`src/shared/iwdt_defs.svh`:
```
// iwdt_defs.svh: constants of the initial watchdog timeout block.
// assumes a 100 MHz reference clock; included by bare name.
`ifndef IWDT_DEFS_SVH
`define IWDT_DEFS_SVH

// -------------------------------------------------------------------
// clock
// -------------------------------------------------------------------
`define IWDT_CLK_PERIOD_NS    64'd10

// -------------------------------------------------------------------
// timing, in their own units
// -------------------------------------------------------------------
`define IWDT_UPPER_TIMEOUT_MS 64'd1600
`define IWDT_RESET_TIMEOUT_MS 64'd200

// both times round down to whole cycles
`define IWDT_UPPER_TIMEOUT_CYC \
  ((`IWDT_UPPER_TIMEOUT_MS * 64'd1000000) / `IWDT_CLK_PERIOD_NS)
`define IWDT_RESET_TIMEOUT_CYC \
  ((`IWDT_RESET_TIMEOUT_MS * 64'd1000000) / `IWDT_CLK_PERIOD_NS)

// -------------------------------------------------------------------
// initial period multipliers, in upper periods
// -------------------------------------------------------------------
`define IWDT_MULT_W           7
`define IWDT_MULT_GND         7'h01
`define IWDT_MULT_OPEN        7'h08
`define IWDT_MULT_VCC         7'h40

// -------------------------------------------------------------------
// reset values
// -------------------------------------------------------------------
`define IWDT_SYNC_RST         4'h0
`define IWDT_SEL_RST          2'h0

`endif

```
`src/shared/iwdt_pkg.sv`:
```
// iwdt_pkg: types of the initial watchdog timeout block.
// assumes nothing of its surroundings.
package iwdt_pkg;

  // -----------------------------------------------------------------
  // select strap, as decoded from the three-level pin
  // -----------------------------------------------------------------
  typedef enum logic [1:0] {
    IWDT_SEL_GND  = 2'h0,
    IWDT_SEL_OPEN = 2'h1,
    IWDT_SEL_VCC  = 2'h2,
    IWDT_SEL_BAD  = 2'h3
  } iwdt_sel_t;

  // -----------------------------------------------------------------
  // watchdog states
  // -----------------------------------------------------------------
  typedef enum logic [1:0] {
    IWDT_ST_HOLD,
    IWDT_ST_INIT,
    IWDT_ST_NORMAL
  } iwdt_state_t;

endpackage : iwdt_pkg

```
`src/rtl/iwdt_sync2.sv`:
```
// iwdt_sync2: two flip-flop synchroniser for asynchronous pins.
// assumes each bit is an independent level or a slow static strap.
`timescale 1ns/1ps
module iwdt_sync2 #(
  parameter int unsigned        WIDTH   = 1,
  parameter logic [WIDTH-1:0]   RST_VAL = '0
) (
  // clock and reset
  input  wire logic             clk,
  input  wire logic             rst_n,
  // data
  input  wire logic [WIDTH-1:0] d,
  output logic      [WIDTH-1:0] q
);

  logic [WIDTH-1:0] meta_q;

  // first stage feeds only the second
  always_ff @(posedge clk or negedge rst_n) begin
    if (!rst_n) begin
      meta_q <= RST_VAL;
      q      <= RST_VAL;
    end else begin
      meta_q <= d;
      q      <= meta_q;
    end
  end

endmodule : iwdt_sync2

```
`src/rtl/iwdt_top.sv`:
```
// iwdt_top: supervisor watchdog with a selectable first timeout.
// assumes pins arrive asynchronously and REF_CLK runs at 100 MHz.
//
// Overview of operation
// - select low: first period equals upper timeout
// - select open: first period is eight upper timeouts
// - select high: first period is sixty-four upper timeouts
// - reset output rising clears counter, starts first period
// - no kick in first period raises fault
// - after first kick, every period is upper timeout
// - timeout latches fault low and pulls reset low
// - kicks ignored while reset output is low
// - kick after reset release sets fault flag high
`timescale 1ns/1ps
`include "iwdt_defs.svh"
module iwdt_top
  import iwdt_pkg::*;
#(
  parameter int unsigned UPPER_TIMEOUT_CYCLES = 32'(`IWDT_UPPER_TIMEOUT_CYC),
  parameter int unsigned RESET_TIMEOUT_CYCLES = 32'(`IWDT_RESET_TIMEOUT_CYC)
) (
  // clock and reset
  input  wire logic       REF_CLK,
  input  wire logic       RESETN,
  // supply monitor request, low while a supply or manual reset is active
  input  wire logic       SUPPLY_RESET_REQ_N,
  // processor side
  input  wire logic       WATCHDOG_KICK_INPUT,
  input  wire logic [1:0] INITIAL_TIMEOUT_SELECT,
  // outputs
  output logic            RESET_OUT_N,
  output logic            WATCHDOG_FAULT_FLAG_N
);

  // -----------------------------------------------------------------
  // reset release
  // -----------------------------------------------------------------
  logic rst_meta_q;
  logic rst_n_sync;

  always_ff @(posedge REF_CLK or negedge RESETN) begin
    if (!RESETN) begin
      rst_meta_q <= 1'b0;
      rst_n_sync <= 1'b0;
    end else begin
      rst_meta_q <= 1'b1;
      rst_n_sync <= rst_meta_q;
    end
  end

  // -----------------------------------------------------------------
  // pin synchronisers
  // -----------------------------------------------------------------
  logic [3:0] pins_s;
  logic       kick_s;
  logic       req_n_s;
  iwdt_sel_t  sel_s;

  iwdt_sync2 #(
    .WIDTH   (4),
    .RST_VAL (`IWDT_SYNC_RST)
  ) u_sync (
    .clk   (REF_CLK),
    .rst_n (rst_n_sync),
    .d     ({SUPPLY_RESET_REQ_N, WATCHDOG_KICK_INPUT, INITIAL_TIMEOUT_SELECT}),
    .q     (pins_s)
  );

  assign req_n_s = pins_s[3];
  assign kick_s  = pins_s[2];
  assign sel_s   = iwdt_sel_t'(pins_s[1:0]);

  // -----------------------------------------------------------------
  // events
  // -----------------------------------------------------------------
  localparam logic [31:0] UPPER_LAST = 32'(UPPER_TIMEOUT_CYCLES - 1);
  localparam logic [31:0] RESET_LAST = 32'(RESET_TIMEOUT_CYCLES - 1);

  iwdt_state_t            state_q;
  logic                   kick_prev_q;
  logic [31:0]            period_cnt_q;
  logic [31:0]            hold_cnt_q;
  logic [`IWDT_MULT_W-1:0] mult_cnt_q;
  logic [`IWDT_MULT_W-1:0] mult_q;
  logic                   req;
  logic                   kick_edge;
  logic                   period_end;
  logic                   init_last;
  logic                   hold_done;
  logic                   timeout;
  logic                   running;

  assign req        = !req_n_s;
  assign running    = (state_q != IWDT_ST_HOLD) && !req;
  assign kick_edge  = (kick_s ^ kick_prev_q) && running;
  assign period_end = (period_cnt_q == UPPER_LAST);
  assign init_last  = period_end && (mult_cnt_q == mult_q - 7'h01);
  assign hold_done  = (hold_cnt_q == RESET_LAST);
  // a kick in the expiry cycle still counts: kick beats timeout
  assign timeout    = running && !kick_edge &&
                      (((state_q == IWDT_ST_INIT) && init_last) ||
                       ((state_q == IWDT_ST_NORMAL) && period_end));

  // -----------------------------------------------------------------
  // kick history
  // -----------------------------------------------------------------
  always_ff @(posedge REF_CLK or negedge rst_n_sync) begin
    if (!rst_n_sync) begin
      kick_prev_q <= 1'b0;
    end else begin
      kick_prev_q <= kick_s;
    end
  end

  // -----------------------------------------------------------------
  // state
  // -----------------------------------------------------------------
  always_ff @(posedge REF_CLK or negedge rst_n_sync) begin
    if (!rst_n_sync) begin
      state_q <= IWDT_ST_HOLD;
    end else if (req) begin
      state_q <= IWDT_ST_HOLD;
    end else begin
      unique case (state_q)
        IWDT_ST_HOLD: begin
          if (hold_done) begin
            state_q <= IWDT_ST_INIT;
          end
        end
        IWDT_ST_INIT: begin
          if (kick_edge) begin
            state_q <= IWDT_ST_NORMAL;
          end else if (timeout) begin
            state_q <= IWDT_ST_HOLD;
          end
        end
        IWDT_ST_NORMAL: begin
          if (timeout) begin
            state_q <= IWDT_ST_HOLD;
          end
        end
        default: begin
          state_q <= IWDT_ST_HOLD;
        end
      endcase
    end
  end

  // -----------------------------------------------------------------
  // reset hold timer, restarts while a request is active
  // -----------------------------------------------------------------
  always_ff @(posedge REF_CLK or negedge rst_n_sync) begin
    if (!rst_n_sync) begin
      hold_cnt_q <= '0;
    end else if ((state_q != IWDT_ST_HOLD) || req || hold_done) begin
      hold_cnt_q <= '0;
    end else begin
      hold_cnt_q <= hold_cnt_q + 32'h0000_0001;
    end
  end

  // -----------------------------------------------------------------
  // period counter and multiple counter
  // -----------------------------------------------------------------
  // the first period is counted in whole upper periods: a single
  // 64x counter would need 34 bits at the default rate
  always_ff @(posedge REF_CLK or negedge rst_n_sync) begin
    if (!rst_n_sync) begin
      period_cnt_q <= '0;
    end else if (!running || kick_edge || period_end) begin
      period_cnt_q <= '0;
    end else begin
      period_cnt_q <= period_cnt_q + 32'h0000_0001;
    end
  end

  always_ff @(posedge REF_CLK or negedge rst_n_sync) begin
    if (!rst_n_sync) begin
      mult_cnt_q <= '0;
    end else if (!running || kick_edge) begin
      mult_cnt_q <= '0;
    end else if ((state_q == IWDT_ST_INIT) && period_end) begin
      mult_cnt_q <= mult_cnt_q + 7'h01;
    end
  end

  // -----------------------------------------------------------------
  // select strap, tracked in hold so it is frozen at the rising edge
  // -----------------------------------------------------------------
  always_ff @(posedge REF_CLK or negedge rst_n_sync) begin
    if (!rst_n_sync) begin
      mult_q <= `IWDT_MULT_GND;
    end else if (state_q == IWDT_ST_HOLD) begin
      unique case (sel_s)
        IWDT_SEL_GND:  mult_q <= `IWDT_MULT_GND;
        IWDT_SEL_VCC:  mult_q <= `IWDT_MULT_VCC;
        // undecodable level taken as open, the safer long choice
        default:       mult_q <= `IWDT_MULT_OPEN;
      endcase
    end
  end

  // -----------------------------------------------------------------
  // outputs
  // -----------------------------------------------------------------
  always_ff @(posedge REF_CLK or negedge rst_n_sync) begin
    if (!rst_n_sync) begin
      RESET_OUT_N <= 1'b0;
    end else if (req || timeout) begin
      RESET_OUT_N <= 1'b0;
    end else if ((state_q == IWDT_ST_HOLD) && hold_done) begin
      RESET_OUT_N <= 1'b1;
    end
  end

  always_ff @(posedge REF_CLK or negedge rst_n_sync) begin
    if (!rst_n_sync) begin
      WATCHDOG_FAULT_FLAG_N <= 1'b1;
    end else if (timeout) begin
      WATCHDOG_FAULT_FLAG_N <= 1'b0;
    end else if (kick_edge) begin
      WATCHDOG_FAULT_FLAG_N <= 1'b1;
    end
  end
endmodule : iwdt_top

```
`config.mk`:
```
export PLATFORM = sky130hd
export DESIGN_NAME = iwdt_top
export DESIGN_NICKNAME = d
export VERILOG_FILES = /design/src/shared/iwdt_pkg.sv /design/src/rtl/iwdt_sync2.sv /design/src/rtl/iwdt_top.sv
export VERILOG_INCLUDE_DIRS = /design/src /design/src/shared
export SDC_FILE = /design/constraint.sdc
export NUM_CORES = 1
export LEC_CHECK = 0
export BUFFER_PORTS_ARGS = -buffer_cell sky130_fd_sc_hd__buf_4
export CAP_MARGIN = 20
export CORE_UTILIZATION = 67
export DETAILED_ROUTE_END_ITERATION = 10
export PLACE_DENSITY = 0.84
export SLEW_MARGIN = 10
export SYNTH_ARGS = -nofsm -noshare
export SYNTH_HDL_FRONTEND = slang
export SYNTH_SLANG_ARGS = --single-unit
```
`constraint.sdc`:
```
create_clock -name REF_CLK -period 5.36 [get_ports REF_CLK]
set_input_delay 1.072 -clock REF_CLK [delete_from_list [all_inputs] [get_ports REF_CLK]]
set_output_delay 1.072 -clock REF_CLK [all_outputs]
set_load 0.05 [all_outputs]
```
=== Word level (Yosys, flattened, before mapping) ===
Index checks and enable logic that the tools add are counted.

* Register bits: 93
* Bits of input ports: 6
* Output and inout bits: 2
* Word-level logic and storage cells: 62

* Add/subtract/negate cells: 4
* Equality and inequality tests: 7
* Mux-type cells: 14
* Bitwise gates (word level): 1
* Reduce and logical (&&, ||, !) cells: 24

{| class="wikitable"
|+ Operators with widths
! operator !! number
|-
| adder 32 x 1 -> 32 bit, second input constant || 2
|-
| two-way mux 32 bit || 2
|-
| == test 32 x 25 -> 1 bit, second input constant || 1
|-
| == test 32 x 28 -> 1 bit, second input constant || 1
|-
| two-way mux 7 bit || 2
|-
| one-hot mux 7 bit (2 select lines) || 1
|-
| logical AND 1 bit || 9
|-
| two-way mux 2 bit || 4
|-
| nonzero test 2 bit || 4
|-
| adder 7 x 1 -> 7 bit, second input constant || 1
|-
| == test 7 bit || 1
|-
| subtractor 7 x 1 -> 7 bit, second input constant || 1
|-
| logical OR 1 bit || 6
|-
| one-hot mux 2 bit (3 select lines) || 1
|-
| == test 2 bit, second input constant || 2
|-
| zero test 2 bit || 2
|-
| two-way mux 1 bit || 4
|-
| zero test 1 bit || 3
|-
| inequality test 3 bit, second input constant || 1
|-
| == test 2 x 1 -> 1 bit, second input constant || 1
|-
| bitwise XOR 1 bit || 1
|}

=== Depth between registers and ports, before layout ===
* Word-level depth: 10
* Gate-level depth with buffers: 7
* Gate-level depth less buffers: 6

=== Modules after synthesis ===
A second synthesis with hierarchy kept.

* Cell total of the unflattened synthesis: 434
* Area, all modules: 4,265.3 um^2

{| class="wikitable"
|+ By module, submodules not included
! module !! times used !! cells each !! area an instance (um^2) !! sequential area each (um^2)
|-
| iwdt_top || 1 || 426 || 4,065.1 || 2,029.4
|-
| iwdt_sync2 || 1 || 8 || 200.2 || 200.2
|}

=== Worst setup path before layout ===
OpenSTA, ideal clock, no wires.

* Path kind: register to register
* Start: register period_cnt_q[0]
* End: register mult_cnt_q[3]
* Setup time: 0.082 ns
* Arrival: 1.805 ns
* Data required time: 5.278 ns
* Setup slack: 3.473 ns
* Stages on the path, launching flop included: 8
* Buffers on the path: 1
* Clock period less this slack: 1.887 ns
* Cell sequence: dfrtp_1 > ha_1 > nand3_1 > nor3_4 > nand4b_4 > buf_6 > or3_1 > a21oi_1

* Longest elaborated chain between the ends: 3

{| class="wikitable"
|+ RTL lines
! item !! line !! RTL
|-
| from (decl) || iwdt_top.sv:81 || <nowiki>logic [31:0] period_cnt_q;</nowiki>
|-
| from (signal assigned) || iwdt_top.sv:173 || <nowiki>period_cnt_q <= period_cnt_q + 32'h0000_0001;</nowiki>
|-
| == test 32 x 28 -> 1 bit || iwdt_top.sv:96 || <nowiki>assign period_end = (period_cnt_q == UPPER_LAST);</nowiki>
|-
| logical AND 1 bit || iwdt_top.sv:182 || <nowiki>end else if ((state_q == IWDT_ST_INIT) && period_end) begin</nowiki>
|-
| nonzero test 2 bit (no line) || - ||
|-
| to (signal assigned) || iwdt_top.sv:183 || <nowiki>mult_cnt_q <= mult_cnt_q + 7'h01;</nowiki>
|-
| to (decl) || iwdt_top.sv:83 || <nowiki>logic [`IWDT_MULT_W-1:0] mult_cnt_q;</nowiki>
|}

No other way between the ends.
A chain may end at the register's enable or synchronous reset.

=== Final worst setup path ===
* Start: register hold_cnt_q[0]
* End: register hold_cnt_q[17]

* Longest elaborated chain between the ends: 3
* Elaborated cells between the ends (all ways): 4
* Those cells by class: add/sub (1); eq/ne (1); mux (1); reduce/logical (1)

{| class="wikitable"
|+ RTL lines
! item !! line !! RTL
|-
| from (decl) || iwdt_top.sv:82 || <nowiki>logic [31:0] hold_cnt_q;</nowiki>
|-
| from (signal assigned) || iwdt_top.sv:158 || <nowiki>hold_cnt_q <= hold_cnt_q + 32'h0000_0001;</nowiki>
|-
| branches (longest 2 deep; another with adder 32 x 1 -> 32 bit) || - ||
|-
| two-way mux 32 bit (*) || iwdt_top.sv:155 || <nowiki>end else if ((state_q != IWDT_ST_HOLD) || req || hold_done) begin</nowiki>
|}

Mark *: on every way between the ends.

==> flow_summary.yaml <==
run_status:
  status: "completed"
die:
  core_area_um2: 6061
  start_util: 0.7104
  die_y_um: 82.16
  std_cell_rows: 28
  die_area_um2: 6750
  io_pins: 8
  die_x_um: 82.16
synth:
  syn_area_per_cell_um2: 10.11
  synth-compound-area-share: 0.02819
  synth_cell_type_count: 41
  yosys.area_share.simple: 0.2836
  ys_seq_area_frac: 0.5179
  netlist_instances: 426
  synthTopCellsByArea: "dfrtp_1, xor2_1, nor2_1"
  synth_area_leader_cell: "dfrtp_1"
  yosys.area_share.xor_xnor: 0.1302
  synth.area.mux_share: 0.004650
  netlist_area_um2: 4305
  yosys_warnings: 0
  synth-adder-area-share: 0.01162
  synth_top_area_frac: 0.5057
  synth_nets: 436
  synth_top_family_by_area: "simple AND/OR/NAND/NOR gates"
  ys_ff_latch: 89
layout:
  fillCellCount: 395
  final_nets: 447
  area_growth_pct: 7.817
  antenna_cells: 0
  drive_gt1_frac: 0.09729
route:
  vias_per_cell: 6.014
  vias: 3109
  drtAntennaViolNets: 0
  drt_wl_total_mm: 8.050
  drtIter0Drc: 231
  drt-pass1-iter-count: 4
  drc: 0
  wl_per_cell_um: 15.57
cts:
  postCtsResizedCells: 0
  cts.sinks: 89
  insertion_delay_ns: 0.35
  hold_buffers: 0
  tritoncts: "built"
  root_buffer: "clkbuf_8"
  post-cts-setup-buffers: 0
  cts.path.max_buffers: 2
  clk_pin_slew_worst_paths_ns: 0.08
  cts_buffers: 9
  htreeDepth: 3
sta:
  min_period_ns: 2.286
  slew_violations: 0
  finalCritPeriodShare: 0.4264
  tns_ns: 0
  setup_viol: 0
  hold_viol_final: 0
  max_slew_margin: 0.4015
  max_clock_freq_ghz: 0.4375
  tightest_slew_ns: 0.8944
  finalClockSkew_ns: 0.008143
  rsz0062_at_grt: "no"
  fin_hold_ws_ns: 0.2097
critical_path:
  worstPathRequired_ns: 5.60
  startpoint_type: "flop"
  timing.rr.start: "hold_cnt_q[0]"
  endpoint_kind: "flop"
  path_max_fanout: 24
  crit_path_start: "hold_cnt_q[0]"
  cp.arrival_ns: 2.52
  critical_path_class: "reg -> reg"
power:
  leakagePower_nw: 1.906
  worst_ir_drop_vdd_uv: 205.8
  power_density_nw_per_um2: 245.5
placement:
  hpwl_mm: 5.200
  io_buffers: 7
  globalplace.congestion: 0.8886
hold_path:
  worstHoldPathType: "reg -> async"
grt:
  grt.total_usage: 0.2650
  grt_pass1_wl_mm: 13.40
  antenna_found_initial: 0
  grt_overflow: 0
  grt_pass1_vias: 2930
  grt_max_degree: 88
flow_run:
  cap_violations: 0
cells by family (layout without fill, tap and decap cells):
family	count (synthesis)	in the layout
muxes	2	2
and+or+nand+nor	224	224
AOI/OAI and AO/OA	20	20
buffers and inverters	22	38
other	1	1
DFF	89	89
xor gates and xnor gates	64	64
adders and majority gates	4	4
worst max-delay path, stage by stage (launching register included):
cell and delay [ns]:
dfrtp_1 0.39, ha_1 0.23, nand3_1 0.16, or3_1 0.43, nor3_1 0.24, nand3b_1 0.40, buf_8 0.24, nor2_1 0.07
cell usage after synthesis (all sizes together):
cell,number
o21bai,1
nand2b,1
inv,11
nand3b,3
or4,1
o21ai,9
nand4b,3
or4b,1
nor3,13
or3,8
nand2,22
or2,3
conb,1
dfstp,2
a31oi,1
nand4,29
nor4,7
a21oi,6
a2111oi,1
nor2,78
mux2i,2
and3,6
o2111ai,1
nor2b,2
nand3,32
buf,8
and4,8
ha,4
xor2,46
nor4b,7
dfrtp,87
xnor2,18
clkbuf,3
o32ai,1
stage by stage:
step                      setup slack [ns]  total power, mW  utilization  area (um^2)  cells
after floorplan                      2.701           0.7166            -         4305    426
after global placement               2.871           0.7250       0.7287         4417    499
after detailed placement             2.753           0.7266       0.7287         4417    499
after CTS                            2.727            1.147       0.7589         4599    515
after global routing                 2.906            1.182       0.7659         4642    517
final                                3.074            1.140       0.7659         4642    517
power breakdown:
group / total [mW] / internal (mW) / switching (mW)
logic: 0.0303 / 0.0105 / 0.0198
clock network: 0.423 / 0.193 / 0.229
registers: 0.687 / 0.679 / 0.00808
state kept, by name, summed over array words and instances (netlist names):
name and count:
WATCHDOG_FAULT_FLAG_N 1, RESET_OUT_N 1, mult_q 3, rst_meta_q 1, u_sync.q 4, state_q 2
mult_cnt_q 7, period_cnt_q 32, kick_prev_q 1, rst_n_sync 1, hold_cnt_q 32, u_sync.meta_q 4
layer usage:
metal,part of all wire,track usage,wire [um],vias up
met5,0,0,0,-
met3,0.030,0.06813,244,15
li1,-,-,-,1500
met2,0.48,0.4091,3833,54
met1,0.48,0.3669,3841,1540
met4,0.016,0.08596,131,0
final timing paths:
kind | endpoint | slack [ns] | cells after the start
min in group REF_CLK | rst_n_sync | 0.36 | 0
max | hold_cnt_q[17] | 3.07 | 7
max reg2reg | hold_cnt_q[17] | 3.07 | 7
max in group asynchronous | mult_q[0] | 4.51 | 1
min | hold_cnt_q[3] | 0.21 | 0
min reg2reg | hold_cnt_q[3] | 0.21 | 0
layout make-up:
cell class                      instances  area [um^2]  share of cell area
Sequential cell                        89         2233              0.4811
Multi-Input combinational cell        315         1981              0.4267
Clock buffer                           12        155.1             0.03342
Timing Repair Buffer                   11        110.1             0.02372
Tap cell                               75        93.84             0.02022
Inverter                               11        41.29            0.008895
Clock inverter                          4        27.53            0.005930
cells in the final DEF, fill, tap and decap left out, drive strengths merged, types with 2 or more instances in the layout:
cell      synthesis  final
xnor2            18     18
inv              11     11
o21ai             9      9
nor2b             2      2
and3              6      6
mux2i             2      2
xor2             46     46
nor4              7      7
nand2            22     22
ha                4      4
a21oi             6      6
buf               8     11
nor2             78     78
nand4b            3      3
clkinvlp          0      3
clkbuf            3     12
nor4b             7      7
or3               8      8
dfrtp            87     87
nand4            29     29
dfstp             2      2
nand3            32     32
and4              8      8
nor3             13     13
or2               3      3
nand3b            3      3
Note: power is estimated with default switching activity, not from simulation.
